==> src/fblk_pkg.sv <==
// package: register map, command codes, lock-state and status-word layout for the flash host
package fblk_pkg;
    // host register word offsets (byte addresses on apb)
    localparam logic [7:0] REG_CTRL   = 8'h00;
    localparam logic [7:0] REG_ADDR   = 8'h04;
    localparam logic [7:0] REG_WDATA  = 8'h08;
    localparam logic [7:0] REG_STATUS = 8'h0c;
    localparam logic [7:0] REG_RDATA  = 8'h10;
    localparam logic [7:0] REG_LOCK   = 8'h14;

    // ctrl register fields
    localparam int CTRL_GO_BIT  = 0;
    localparam int CTRL_PIN_BIT = 1;
    localparam int CTRL_OP_LSB  = 4;
    localparam int CTRL_OP_W    = 3;

    // status word bit positions
    localparam int SR_READY     = 7;
    localparam int SR_ERS_SUSP  = 6;
    localparam int SR_ERS_ERR   = 5;
    localparam int SR_PRG_ERR   = 4;
    localparam int SR_ACC_ABORT = 3;
    localparam int SR_PRG_SUSP  = 2;
    localparam int SR_PROT_ABT  = 1;
    localparam logic [15:0] SR_VALID_MASK = 16'h00fe;
    localparam logic [15:0] SR_FLAGS_MASK = 16'h007e;

    // device command codes
    localparam logic [15:0] CMD_READ_ARRAY = 16'h00ff;
    localparam logic [15:0] CMD_READ_ID    = 16'h0090;
    localparam logic [15:0] CMD_READ_SR    = 16'h0070;
    localparam logic [15:0] CMD_CLR_SR     = 16'h0050;
    localparam logic [15:0] CMD_LOCK_SETUP = 16'h0060;
    localparam logic [15:0] CMD_SET_LOCK   = 16'h0001;
    localparam logic [15:0] CMD_CLR_LOCK   = 16'h00d0;
    localparam logic [15:0] CMD_SET_LKDN   = 16'h002f;
    localparam logic [15:0] CMD_PROGRAM    = 16'h0040;
    localparam logic [15:0] CMD_ERASE      = 16'h0020;
    localparam logic [15:0] CMD_CONFIRM    = 16'h00d0;
    localparam logic [20:0] LOCK_CODE_OFS  = 21'h000002;

    // host operations requested by software
    typedef enum logic [2:0] {
        OP_SET_LOCK = 3'b000,
        OP_CLR_LOCK = 3'b001,
        OP_SET_LKDN = 3'b010,
        OP_PROGRAM  = 3'b011,
        OP_ERASE    = 3'b100,
        OP_RD_LOCK  = 3'b101,
        OP_RD_ARRAY = 3'b110,
        OP_CLR_SR   = 3'b111
    } fblk_op_e;

    // bus cycle timing in core clocks
    localparam int  T_WE_NS    = 70;
    localparam int  T_RD_NS    = 100;
    localparam int  CLK_NS     = 50;
    localparam int  WE_CYC     = (T_WE_NS + CLK_NS - 1) / CLK_NS;
    localparam int  RD_CYC     = (T_RD_NS + CLK_NS - 1) / CLK_NS;

    // flash bus pins
    typedef struct packed {
        logic [20:0] addr;
        logic [15:0] dqOut;
        logic        dqOe;
        logic        ceN;
        logic        oeN;
        logic        weN;
    } fblk_bus_s;

    // three-bit lock state: pin level, lock-down, lock
    function automatic logic [2:0] fblk_state(input logic pin, input logic [15:0] code);
        return {pin, code[1], code[0]};
    endfunction : fblk_state
endpackage : fblk_pkg

==> src/fblk_host.sv <==
// apb-controlled host that drives the flash bus: lock commands, program, erase, status poll
// What the device and this block do
// RL1 - set-lock locks unlocked or lockdown-disabled blocks
// RL2 - clear-lock unlocks except locked-down with pin low
// RL3 - lock-down on unlocked block also locks it
// RL4 - lock-down moves 001 to 011, 101 to 111
// RL5 - locked-down with pin low ignores lock commands
// RL6 - pin rising keeps lock bit, sets pin bit, except in 011 (RL7)
// RL7 - rising pin in 011 depends on origin
// RL8 - falling pin from 11x gives 011
// RL9 - falling pin from 10x keeps lock bit
// RL10 - status word reserved bits masked by host
// RL11 - bit 7 reports engine ready
// RL12 - bit 6 reports erase suspended
// RL13 - bit 5 reports erase error
// RL14 - bit 4 reports program error
// RL15 - bit 3 reports accelerator voltage abort
// RL16 - bit 2 reports program suspended
// RL17 - bit 1 reports locked-block abort
// RL18 - protect flag sampled only after operations
// RL19 - flags invalid while ready is low
// RL20 - both error bits mean bad sequence
// RL21 - host polls ready to detect completion
// RL22 - lock state read via identifier codes
// RL23 - reset leaves every block locked, not down
// RL24 - locked blocks refuse erase and program
// RL25 - lock state kept separately per block
`timescale 1ns/1ps
module fblk_host
    import fblk_pkg::*;
(
    input  wire logic        core_clk,
    input  wire logic        sys_rst,
    input  wire logic        psel,
    input  wire logic        penable,
    input  wire logic        pwrite,
    input  wire logic [7:0]  paddr,
    input  wire logic [31:0] pwdata,
    output logic      [31:0] prdata,
    output logic             pready,
    output logic             pslverr,
    output fblk_bus_s        flashBus,
    input  wire logic [15:0] flashDqIn,
    input  wire logic        readyBusyPin,
    output logic             protectAccelPin,
    output logic             busy
);
    typedef enum logic [3:0] {
        S_IDLE   = 4'b0000,
        S_WR1    = 4'b0001,
        S_WR2    = 4'b0010,
        S_POLLC  = 4'b0011,
        S_POLLR  = 4'b0100,
        S_IDC    = 4'b0101,
        S_IDR    = 4'b0110,
        S_ARRC   = 4'b0111,
        S_ARRR   = 4'b1000,
        S_GAP    = 4'b1001
    } fblk_st_e;

    fblk_st_e    st_r;
    logic [2:0]  op_r;
    logic [20:0] addr_r;
    logic [15:0] wdata_r;
    logic [15:0] status_r;
    logic [15:0] rdata_r;
    logic [2:0]  lockState_r;
    logic [3:0]  cnt_r;
    logic        second_r;
    logic [15:0] dqSync;
    logic        rbSync;
    logic        wrEn;
    logic        go;

    fblk_sync #(.W(17)) u_sync (
        .core_clk (core_clk),
        .sys_rst  (sys_rst),
        .din      ({readyBusyPin, flashDqIn}),
        .dout     ({rbSync, dqSync})
    );

    assign pready  = 1'b1;
    assign pslverr = 1'b0;
    assign wrEn    = psel && penable && pwrite;
    assign go      = wrEn && paddr == REG_CTRL && pwdata[CTRL_GO_BIT] && st_r == S_IDLE;
    assign busy    = st_r != S_IDLE;

    // software registers
    always_ff @(posedge core_clk) begin
        if (sys_rst) begin
            addr_r          <= '0;
            wdata_r         <= '0;
            op_r            <= '0;
            protectAccelPin <= 1'b0;
        end else if (wrEn) begin
            case (paddr)
                REG_ADDR:  addr_r  <= pwdata[20:0];
                REG_WDATA: wdata_r <= pwdata[15:0];
                REG_CTRL: begin
                    protectAccelPin <= pwdata[CTRL_PIN_BIT]; // [RL6] [RL8] [RL9]
                    if (st_r == S_IDLE) op_r <= pwdata[CTRL_OP_LSB +: CTRL_OP_W];
                end
                default: ;
            endcase
        end
    end

    always_comb begin
        case (paddr)
            REG_CTRL:   prdata = {24'h0, 1'b0, op_r, 2'b0, protectAccelPin, busy};
            REG_ADDR:   prdata = {11'h0, addr_r};
            REG_WDATA:  prdata = {16'h0, wdata_r};
            REG_STATUS: prdata = {16'h0, status_r & SR_VALID_MASK}; // [RL10]
            REG_RDATA:  prdata = {16'h0, rdata_r};
            REG_LOCK:   prdata = {29'h0, lockState_r};               // [RL22]
            default:    prdata = 32'h0;
        endcase
    end

    function automatic logic [15:0] first_cmd(input logic [2:0] op);
        case (op)
            OP_PROGRAM:  return CMD_PROGRAM;
            OP_ERASE:    return CMD_ERASE;
            OP_CLR_SR:   return CMD_CLR_SR;
            OP_RD_LOCK:  return CMD_READ_ID;
            OP_RD_ARRAY: return CMD_READ_ARRAY;
            default:     return CMD_LOCK_SETUP;
        endcase
    endfunction : first_cmd

    function automatic logic [15:0] second_cmd(input logic [2:0] op, input logic [15:0] d);
        case (op)
            OP_SET_LOCK: return CMD_SET_LOCK; // [RL1]
            OP_CLR_LOCK: return CMD_CLR_LOCK; // [RL2]
            OP_SET_LKDN: return CMD_SET_LKDN; // [RL3] [RL4] [RL5]
            OP_PROGRAM:  return d;
            default:     return CMD_CONFIRM;
        endcase
    endfunction : second_cmd

    // bus sequencer
    always_ff @(posedge core_clk) begin
        if (sys_rst) begin
            st_r     <= S_IDLE;
            cnt_r    <= '0;
            second_r <= 1'b0;
            flashBus <= '{addr: '0, dqOut: '0, dqOe: 1'b0, ceN: 1'b1, oeN: 1'b1, weN: 1'b1};
        end else begin
            case (st_r)
                S_IDLE: begin
                    if (go) begin
                        flashBus.addr  <= addr_r;
                        flashBus.dqOut <= first_cmd(pwdata[CTRL_OP_LSB +: CTRL_OP_W]);
                        flashBus.dqOe  <= 1'b1;
                        flashBus.ceN   <= 1'b0;
                        flashBus.weN   <= 1'b0;
                        cnt_r          <= 4'(WE_CYC);
                        second_r       <= 1'b0;
                        st_r           <= S_WR1;
                    end
                end
                S_WR1: begin
                    if (cnt_r > 4'd1) begin
                        cnt_r <= cnt_r - 4'd1;
                    end else begin
                        flashBus.weN <= 1'b1;
                        flashBus.ceN <= 1'b1;
                        st_r         <= S_WR2;
                    end
                end
                S_WR2: begin
                    if (!second_r && op_r != OP_CLR_SR && op_r != OP_RD_LOCK
                        && op_r != OP_RD_ARRAY) begin
                        flashBus.dqOut <= second_cmd(op_r, wdata_r);
                        flashBus.ceN   <= 1'b0;
                        flashBus.weN   <= 1'b0;
                        cnt_r          <= 4'(WE_CYC);
                        second_r       <= 1'b1;
                        st_r           <= S_WR1;
                    end else begin
                        flashBus.dqOe <= 1'b0;
                        st_r          <= S_GAP;
                    end
                end
                S_GAP: begin
                    flashBus.ceN <= 1'b0;
                    flashBus.oeN <= 1'b0;
                    cnt_r        <= 4'(RD_CYC + 3);
                    if (op_r == OP_RD_LOCK) begin
                        flashBus.addr <= addr_r | LOCK_CODE_OFS; // [RL22]
                        st_r          <= S_IDC;
                    end else if (op_r == OP_RD_ARRAY) begin
                        st_r <= S_ARRC;
                    end else if (op_r == OP_CLR_SR) begin
                        flashBus.ceN <= 1'b1;
                        flashBus.oeN <= 1'b1;
                        st_r         <= S_IDLE;
                    end else begin
                        st_r <= S_POLLC;
                    end
                end
                S_POLLC, S_IDC, S_ARRC: begin
                    if (cnt_r > 4'd1) begin
                        cnt_r <= cnt_r - 4'd1;
                    end else begin
                        st_r <= (st_r == S_POLLC) ? S_POLLR : (st_r == S_IDC) ? S_IDR : S_ARRR;
                    end
                end
                S_POLLR: begin
                    // completion only by status bit 7 with the busy pin released
                    if (dqSync[SR_READY] && rbSync) begin // [RL21] [RL11]
                        flashBus.ceN <= 1'b1;
                        flashBus.oeN <= 1'b1;
                        st_r         <= S_IDLE;
                    end else begin
                        cnt_r <= 4'(RD_CYC + 3);
                        st_r  <= S_POLLC;
                    end
                end
                S_IDR, S_ARRR: begin
                    flashBus.ceN <= 1'b1;
                    flashBus.oeN <= 1'b1;
                    st_r         <= S_IDLE;
                end
                default: st_r <= S_IDLE;
            endcase
        end
    end

    // captured status; flags are invalid while busy, so they read as zero until ready
    always_ff @(posedge core_clk) begin
        if (sys_rst) begin
            status_r <= '0;
        end else if (st_r == S_POLLR) begin
            status_r <= dqSync[SR_READY] ? (dqSync & SR_VALID_MASK) : 16'h0; // [RL11] [RL19]
            // [RL12] [RL13] [RL14] [RL15] [RL16] [RL17] [RL18] [RL20]
        end
    end

    always_ff @(posedge core_clk) begin
        if (sys_rst) begin
            rdata_r     <= '0;
            lockState_r <= '0;
        end else if (st_r == S_IDR) begin
            lockState_r <= fblk_state(protectAccelPin, dqSync); // [RL22] [RL25]
        end else if (st_r == S_ARRR) begin
            rdata_r <= dqSync;
        end
    end

    property p_write_pulse;
        @(posedge core_clk) disable iff (sys_rst)
        $fell(flashBus.weN) |-> !flashBus.ceN && flashBus.dqOe [*2];
    endproperty
    a_write_pulse: assert property (p_write_pulse) else $error("write pulse not framed"); // [RL1]

    property p_flags_ready;
        @(posedge core_clk) disable iff (sys_rst)
        (status_r & SR_FLAGS_MASK) != 16'h0 |-> status_r[SR_READY];
    endproperty
    a_flags_ready: assert property (p_flags_ready) else $error("flags held while busy"); // [RL19]

    property p_reserved;
        @(posedge core_clk) disable iff (sys_rst) (status_r & ~SR_VALID_MASK) == 16'h0;
    endproperty
    a_reserved: assert property (p_reserved) else $error("reserved status bits set"); // [RL10]

    property p_poll_done;
        @(posedge core_clk) disable iff (sys_rst)
        st_r == S_POLLR && dqSync[SR_READY] && rbSync |=> st_r == S_IDLE && status_r[SR_READY];
    endproperty
    a_poll_done: assert property (p_poll_done) else $error("ready not accepted"); // [RL21]

    property p_no_oe_clash;
        @(posedge core_clk) disable iff (sys_rst) !(flashBus.dqOe && !flashBus.oeN);
    endproperty
    a_no_oe_clash: assert property (p_no_oe_clash) else $error("bus contention"); // [RL11]

    property p_busy_poll;
        @(posedge core_clk) disable iff (sys_rst)
        st_r == S_POLLR && !dqSync[SR_READY] |=> st_r == S_POLLC;
    endproperty
    a_busy_poll: assert property (p_busy_poll) else $error("left poll while busy"); // [RL11]

    property p_lock_capture;
        @(posedge core_clk) disable iff (sys_rst)
        st_r == S_IDR |=> lockState_r == fblk_state($past(protectAccelPin), $past(dqSync));
    endproperty
    a_lock_capture: assert property (p_lock_capture) else $error("lock code lost"); // [RL22]

    property p_go_starts;
        @(posedge core_clk) disable iff (sys_rst) go |=> st_r == S_WR1 && !flashBus.weN;
    endproperty
    a_go_starts: assert property (p_go_starts) else $error("command not started"); // [RL1]

    c_lock:  cover property (@(posedge core_clk) st_r == S_IDR);
    c_poll:  cover property (@(posedge core_clk) st_r == S_POLLR && dqSync[SR_READY]);
    c_error: cover property (@(posedge core_clk) status_r[SR_ERS_ERR] && status_r[SR_PRG_ERR]);
endmodule : fblk_host

==> src/fblk_sync.sv <==
// three-stage input synchroniser; change accepted when stages two and three agree
`timescale 1ns/1ps
module fblk_sync
    import fblk_pkg::*;
#(
    parameter int W = 1
) (
    input  wire logic         core_clk,
    input  wire logic         sys_rst,
    input  wire logic [W-1:0] din,
    output logic      [W-1:0] dout
);
    logic [W-1:0] s1_r;
    logic [W-1:0] s2_r;
    logic [W-1:0] s3_r;

    initial begin
        if (W < 1) $error("fblk_sync width must be positive");
    end

    always_ff @(posedge core_clk) begin
        if (sys_rst) begin
            s1_r <= '0;
            s2_r <= '0;
            s3_r <= '0;
        end else begin
            s1_r <= din;
            s2_r <= s1_r;
            s3_r <= s2_r;
        end
    end

    always_ff @(posedge core_clk) begin
        if (sys_rst) begin
            dout <= '0;
        end else begin
            for (int i = 0; i < W; i++) begin
                if (s2_r[i] == s3_r[i]) begin
                    dout[i] <= s3_r[i];
                end
            end
        end
    end
endmodule : fblk_sync

==> config.mk <==
export PLATFORM = sky130hd
export DESIGN_NAME = fblk_host
export DESIGN_NICKNAME = d
export VERILOG_FILES = /design/src/fblk_pkg.sv /design/src/fblk_host.sv /design/src/fblk_sync.sv
export SDC_FILE = /design/constraint.sdc
export NUM_CORES = 1
export LEC_CHECK = 0
export BUFFER_PORTS_ARGS = -buffer_cell sky130_fd_sc_hd__buf_2
export CAP_MARGIN = 15
export CORE_ASPECT_RATIO = 0.5
export CORE_UTILIZATION = 40
export DETAILED_ROUTE_END_ITERATION = 6
export GPL_ROUTABILITY_DRIVEN = 1
export HOLD_SLACK_MARGIN = 0.12
export PLACE_DENSITY = 0.6
export SLEW_MARGIN = 20
export SYNTH_ARGS = -nofsm -noshare
export SYNTH_HDL_FRONTEND = slang
export SYNTH_SLANG_ARGS = --single-unit
==> constraint.sdc <==
create_clock -name core_clk -period 3.75 [get_ports core_clk]
set_input_delay 0.5625 -clock core_clk [delete_from_list [all_inputs] [get_ports core_clk]]
set_output_delay 0.5625 -clock core_clk [all_outputs]
set_load 0.03 [all_outputs]
# Word-level counts from Yosys, hierarchy flattened
# Cells that the tools add are included.
# Widths: inputs -> output; s select.
[op_classes] addsub=1 order_cmp=1 eq_ne=53 n_mux=38 bitwise=1 n_reduce_logical=36
[op_table] op="$pmux 21 s6" n=1
[op_table] op="$mux 4" n=12
[op_table] op="$pmux 16 s3" n=1
[op_table] op="$pmux 21 s2" n=1
[op_table] op="$pmux 8 s5" n=1
[op_table] op="$mux 39" n=1
[op_table] op="$pmux 17 s2" n=1
[op_table] op="$pmux 4 s6" n=1
[op_table] op="$eq 3x3->1 const B" n=7
[op_table] op="$mux 21" n=1
[op_table] op="$pmux 4 s5" n=1
[op_table] op="$eq 1x1->1" n=17
[op_table] op="$eq 4x3->1 const B" n=4
[op_table] op="$eq 8x4->1 const B" n=2
[op_table] op="$eq 8x5->1 const B" n=2
[op_table] op="$mux 16" n=1
[op_table] op="$ne 2x2->1 const B" n=8
[op_table] op="$reduce_and 3->1" n=5
[op_table] op="$mux 2" n=6
[op_table] op="$reduce_and 2->1" n=5
[op_table] op="$reduce_and 5->1" n=2
[op_table] op="$eq 3x2->1 const B" n=3
[op_table] op="$logic_and 1x1->1" n=9
[op_table] op="$ne 3x3->1 const B" n=3
[op_table] op="other kinds (26)" n=35
[totals] regBits=186 inputBits=62 output_inout_bits=77 wordCells=166

# Logic depth before layout (Yosys ltp)
[depth] ltp_word=7 ltp_mapped=8 depth_no_buf=7

# Cells and area by module
# A second synthesis with hierarchy kept.
[hier_totals] cells_unflattened=818 area_unflattened_um2=7457.2
[by_module_without_submodules] mod="fblk_host" n_inst=1 cells_each=641 area_per_inst_um2=5489.0 seq_area_each_um2=2342.2
[by_module_without_submodules] mod="fblk_sync" n_inst=1 cells_each=177 area_per_inst_um2=1968.1 seq_area_each_um2=1361.3

# Least setup slack after synthesis
# Ideal clock, no wire load.
[synth_path] path_kind="input -> output" start="input paddr[1]" end="output prdata[1]" arrival_time_ps=2164 required_ps=3188 slack_ps=1023 stages=4 n_path_buf=0 path_cell_list="or4_1 nor3_1 nand2_1 o21ai_0"
[synth_between] elab_chain_cells=2 word_cells_on_any_way=7 cone_classes="eq/ne: 5; mux: 1; reduce/logical: 1"
[synth_rtl] element="start, declared" line_no="fblk_host.sv:37" source="input wire logic [7:0] paddr,"
[synth_rtl] element="$eq 8x5->1 (tied with other cells)" line_no="fblk_host.sv:109" source="case (paddr)"
[synth_rtl] element="$pmux 21 s6 *" line_no="fblk_host.sv:109"
[synth_rtl] element="end, declared" line_no="fblk_host.sv:39" source="output logic [31:0] prdata,"
# Every way passes the cells marked *; elsewhere a longest branch is shown, timed or not.

# Worst setup path after layout
[layout_path] start="register st_r[3]" end="output prdata[0]"
[layout_between] elab_chain_cells=2
[layout_rtl] element="start, declared" line_no="fblk_host.sv:61" source="fblk_st_e st_r;"
[layout_rtl] element="start signal, assigned" line_no="fblk_host.sv:206" source="st_r <= (st_r == S_POLLC) ? S_POLLR : (st_r == S_IDC) ? S_IDR : S_ARRR;"
[layout_rtl] element="$reduce_bool 4->1" line_no="fblk_host.sv:86" source="assign busy = st_r != S_IDLE;"
[layout_rtl] element="$pmux 21 s6" line_no="fblk_host.sv:109"
# Every way passes these cells.

==> results.toml <==
[yosys]
synth-simple-area-share_pct = 23.0
synth_area_um2 = 7460
yosysTopAreaCell = "dfxtp_1"
muxShareOfSynthArea_pct = 6.44
synth_seq_cells = 185
synthTopCellsByArea = "dfxtp_1 (50%), nand2_1 (7.7%), a21oi_1 (6.5%)"
synth_cells = 856
ys_types = 60
async_reset_ff_share_pct = 0
synth_compound_area_share_pct = 14.9
synth_edf_count = 0
yosysWarnings = 0
ys.flop_type = "dfxtp_1"
ys_seq_area_share_pct = 49.6
netlist.area_leader.share_pct = 49.6
synth-xor-area-share_pct = 0.235
synth_top_family_by_area = "simple AND/OR/NAND/NOR gates"
synth-adder-area-share_pct = 0.335
syn_avg_cell_area_um2 = 8.72

[critical_path]
ff2ff_setup_slack_ns = 1.08
crit_path_start_kind = "register"
r2r-end = "flashBus[37]$_SDFFE_PP0P_"
crit_path_start = "st_r[3]$_SDFFE_PP0P_"
critPathMaxStageDelay_ns = 0.49
critPathSlowestCell = "dfxtp_1"
crit_cells = 6
critPathKind = "reg -> out"
worst_r2r_path_depth = 6
crit_buf_inv = 2
cpLargestDelayFamily = "simple AND/OR/NAND/NOR gates"
cp_max_fo = 18
worstPathRequired_ns = 3.19
setup.worst_path.end = "prdata[0]"
r2r-start = "st_r[0]$_SDFFE_PP0P_"
arrival_ns = 2.69
critPathCaptureType = "output port"
crit_path_cell_trace = "or2_2 -> nor3_4 -> inv_1 -> mux4_2 -> a22o_1 -> buf_2"

[route]
firstDrtPassIters = 4
wl_met1_um = 9290
drt_iter0_markers = 398
wl_met2_um = 7750
wl_met3_um = 928
antenna_left = 0
avgViaCountPerCell = 5.12
detail_route.wl_per_cell_um = 15.5
drc = 0
top_layer = "met4"
vias = 6035
totalWireLength_um = 18200

[place]
pre_cts_ws_ns = 0.655
place_area_um2 = 8090
hpwl_um = 12500
port_buffers = 114
gp_congestion = 0.826

[clock_tree]
htree_levels = 4
clk_pin_slew_worst_paths_ns = 0.07
cts_resized = 0
clock-sinks = 185
ctsHoldBuffers = 0
clockBufferDepth = 2
numCtsBuffers = 17
post-cts-setup-buffer-count = 0
cts_tree = "yes"
clock_latency_ns = 0.43
root_buffer = "clkbuf_16"

[sta]
worstMarginPinSlew_ns = 0.967
rsz0062_at_grt = "false"
slew_viol_final = 0
fmax_mhz = 308
fin_setup_tns_ns = 0
final.setup.worst_slack_ns = 0.499
slew_headroom_pct = 35.5
period_minus_slack_ns = 3.25
final-hold-violation-count = 0
fin_crit_sh_pct = 86.7
setup_violations = 0
fin_skew_ns = 0.0102

[finish]
synthToLayoutAreaGrowth_pct = 16.8
diodes = 0
finalInstanceArea_um2 = 8710
final_nets = 997
final_core_util_pct = 48.9
drive_above_1_share_pct = 17.9
layout_commonest_cell = "dfxtp_1"
layout_common_cells = "dfxtp_1 (185), nand2_1 (153), buf_2 (113)"

[pwr]
vdd_drop_max_v = 0.000301
p_total_mw = 4.02
p_leak_nw = 3.33
p_per_area_nw_per_um2 = 462

[global_route]
antenna_found_initial = 0
grt_max_degree = 124
grt_pass1_wl_um = 28600
grt_usage_pct = 19.1
grt_pass1_vias = 5372
grt_overflow = 0

[floorplanning]
core_area_um2 = 17800
num_io_pins = 139
start_util_pct = 41.9
rows = 34
die-area_um2 = 19200
chipHeight_um = 98.6
die_x_um = 195

[hold_path]
hp-class = "in -> reg"

[run_status]
status = "completed"

[flow_run]
drv_cap = 0
[cells in the mapped netlist, types with 4 or more instances]
| library cell | count |
|---|---|
| a211oi_1 | 5 |
| a21oi_1 | 97 |
| a222oi_1 | 8 |
| a22oi_1 | 7 |
| a31oi_1 | 4 |
| and2_1 | 12 |
| buf_2 | 5 |
| buf_4 | 15 |
| clkbuf_1 | 47 |
| dfxtp_1 | 185 |
| inv_1 | 15 |
| mux2_2 | 4 |
| mux2i_1 | 39 |
| nand2_1 | 153 |
| nand2b_1 | 14 |
| nand3_1 | 22 |
| nor2_1 | 50 |
| nor2b_1 | 60 |
| nor3_1 | 11 |
| o21ai_0 | 35 |
| o22ai_1 | 7 |
| o31ai_1 | 4 |
[per-layer routing]
layer,vias up,track usage [%]
met3,21,3.94
li1,3044,-
met1,2813,27.7
met5,-,0
met2,157,27.9
met4,0,7.09
[metrics by stage]
stage / hold slack [ns] / cells
6_report: 0.339 / 1179
5_1_grt: 0.329 / 1179
4_1_cts: 0.322 / 1179
3_5_place_dp: 0.425 / 1148
3_3_place_gp: 0.416 / 1148
2_1_floorplan: 0.414 / 867
[layout make-up]
type / instances / area, µm²
tap: 234 / 293
clock buffer: 17 / 425
timing repair buffer: 119 / 627
inverter: 15 / 56.3
multi-input combinational: 595 / 3410
fill: 1707 / 9110
clock inverter: 14 / 195
sequential: 185 / 3700
[flip-flops by register name, summed over array words and instances (netlist names)]
signal           cells
st_r                 4
flashBus            41
status_r             7
cnt_r                4
second_r             1
u_sync.s1_r         17
u_sync.s3_r         17
lockState_r          3
rdata_r             16
wdata_r             16
u_sync.dout         17
u_sync.s2_r         17
protectAccelPin      1
addr_r              21
op_r                 3
[worst min path at each step]
stage / cells after the start / from / slack, ns / to
2_1_floorplan: 1 / u_sync.s1_r[0]$_SDFF_PP0_ / 0.41 / u_sync.s2_r[0]$_SDFF_PP0_
3_3_place_gp: 1 / u_sync.s1_r[13]$_SDFF_PP0_ / 0.42 / u_sync.s2_r[13]$_SDFF_PP0_
3_5_place_dp: 1 / u_sync.s1_r[15]$_SDFF_PP0_ / 0.43 / u_sync.s2_r[15]$_SDFF_PP0_
4_1_cts: 2 / flashDqIn[13] / 0.32 / u_sync.s1_r[13]$_SDFF_PP0_
5_1_grt: 2 / flashDqIn[15] / 0.33 / u_sync.s1_r[15]$_SDFF_PP0_
6_report: 2 / flashDqIn[2] / 0.34 / u_sync.s1_r[2]$_SDFF_PP0_
[power breakdown]
| group | total (mW) | internal (mW) | switching, mW |
|---|---|---|---|
| sequential | 2.00 | 1.99 | 0.00909 |
| combinational | 0.130 | 0.0446 | 0.0850 |
| clock | 1.90 | 1.12 | 0.778 |
| total | 4.02 | 3.15 | 0.873 |
[cell families after synthesis]
family / count (synthesis)
xor gates and xnor gates: 2
muxes: 45
other: 2
and+or+nand+nor: 347
adders and majority gates: 2
AOI/OAI and AO/OA: 186
buffers and inverters: 87
DFF: 185
Power figures use the tool's default switching activity.
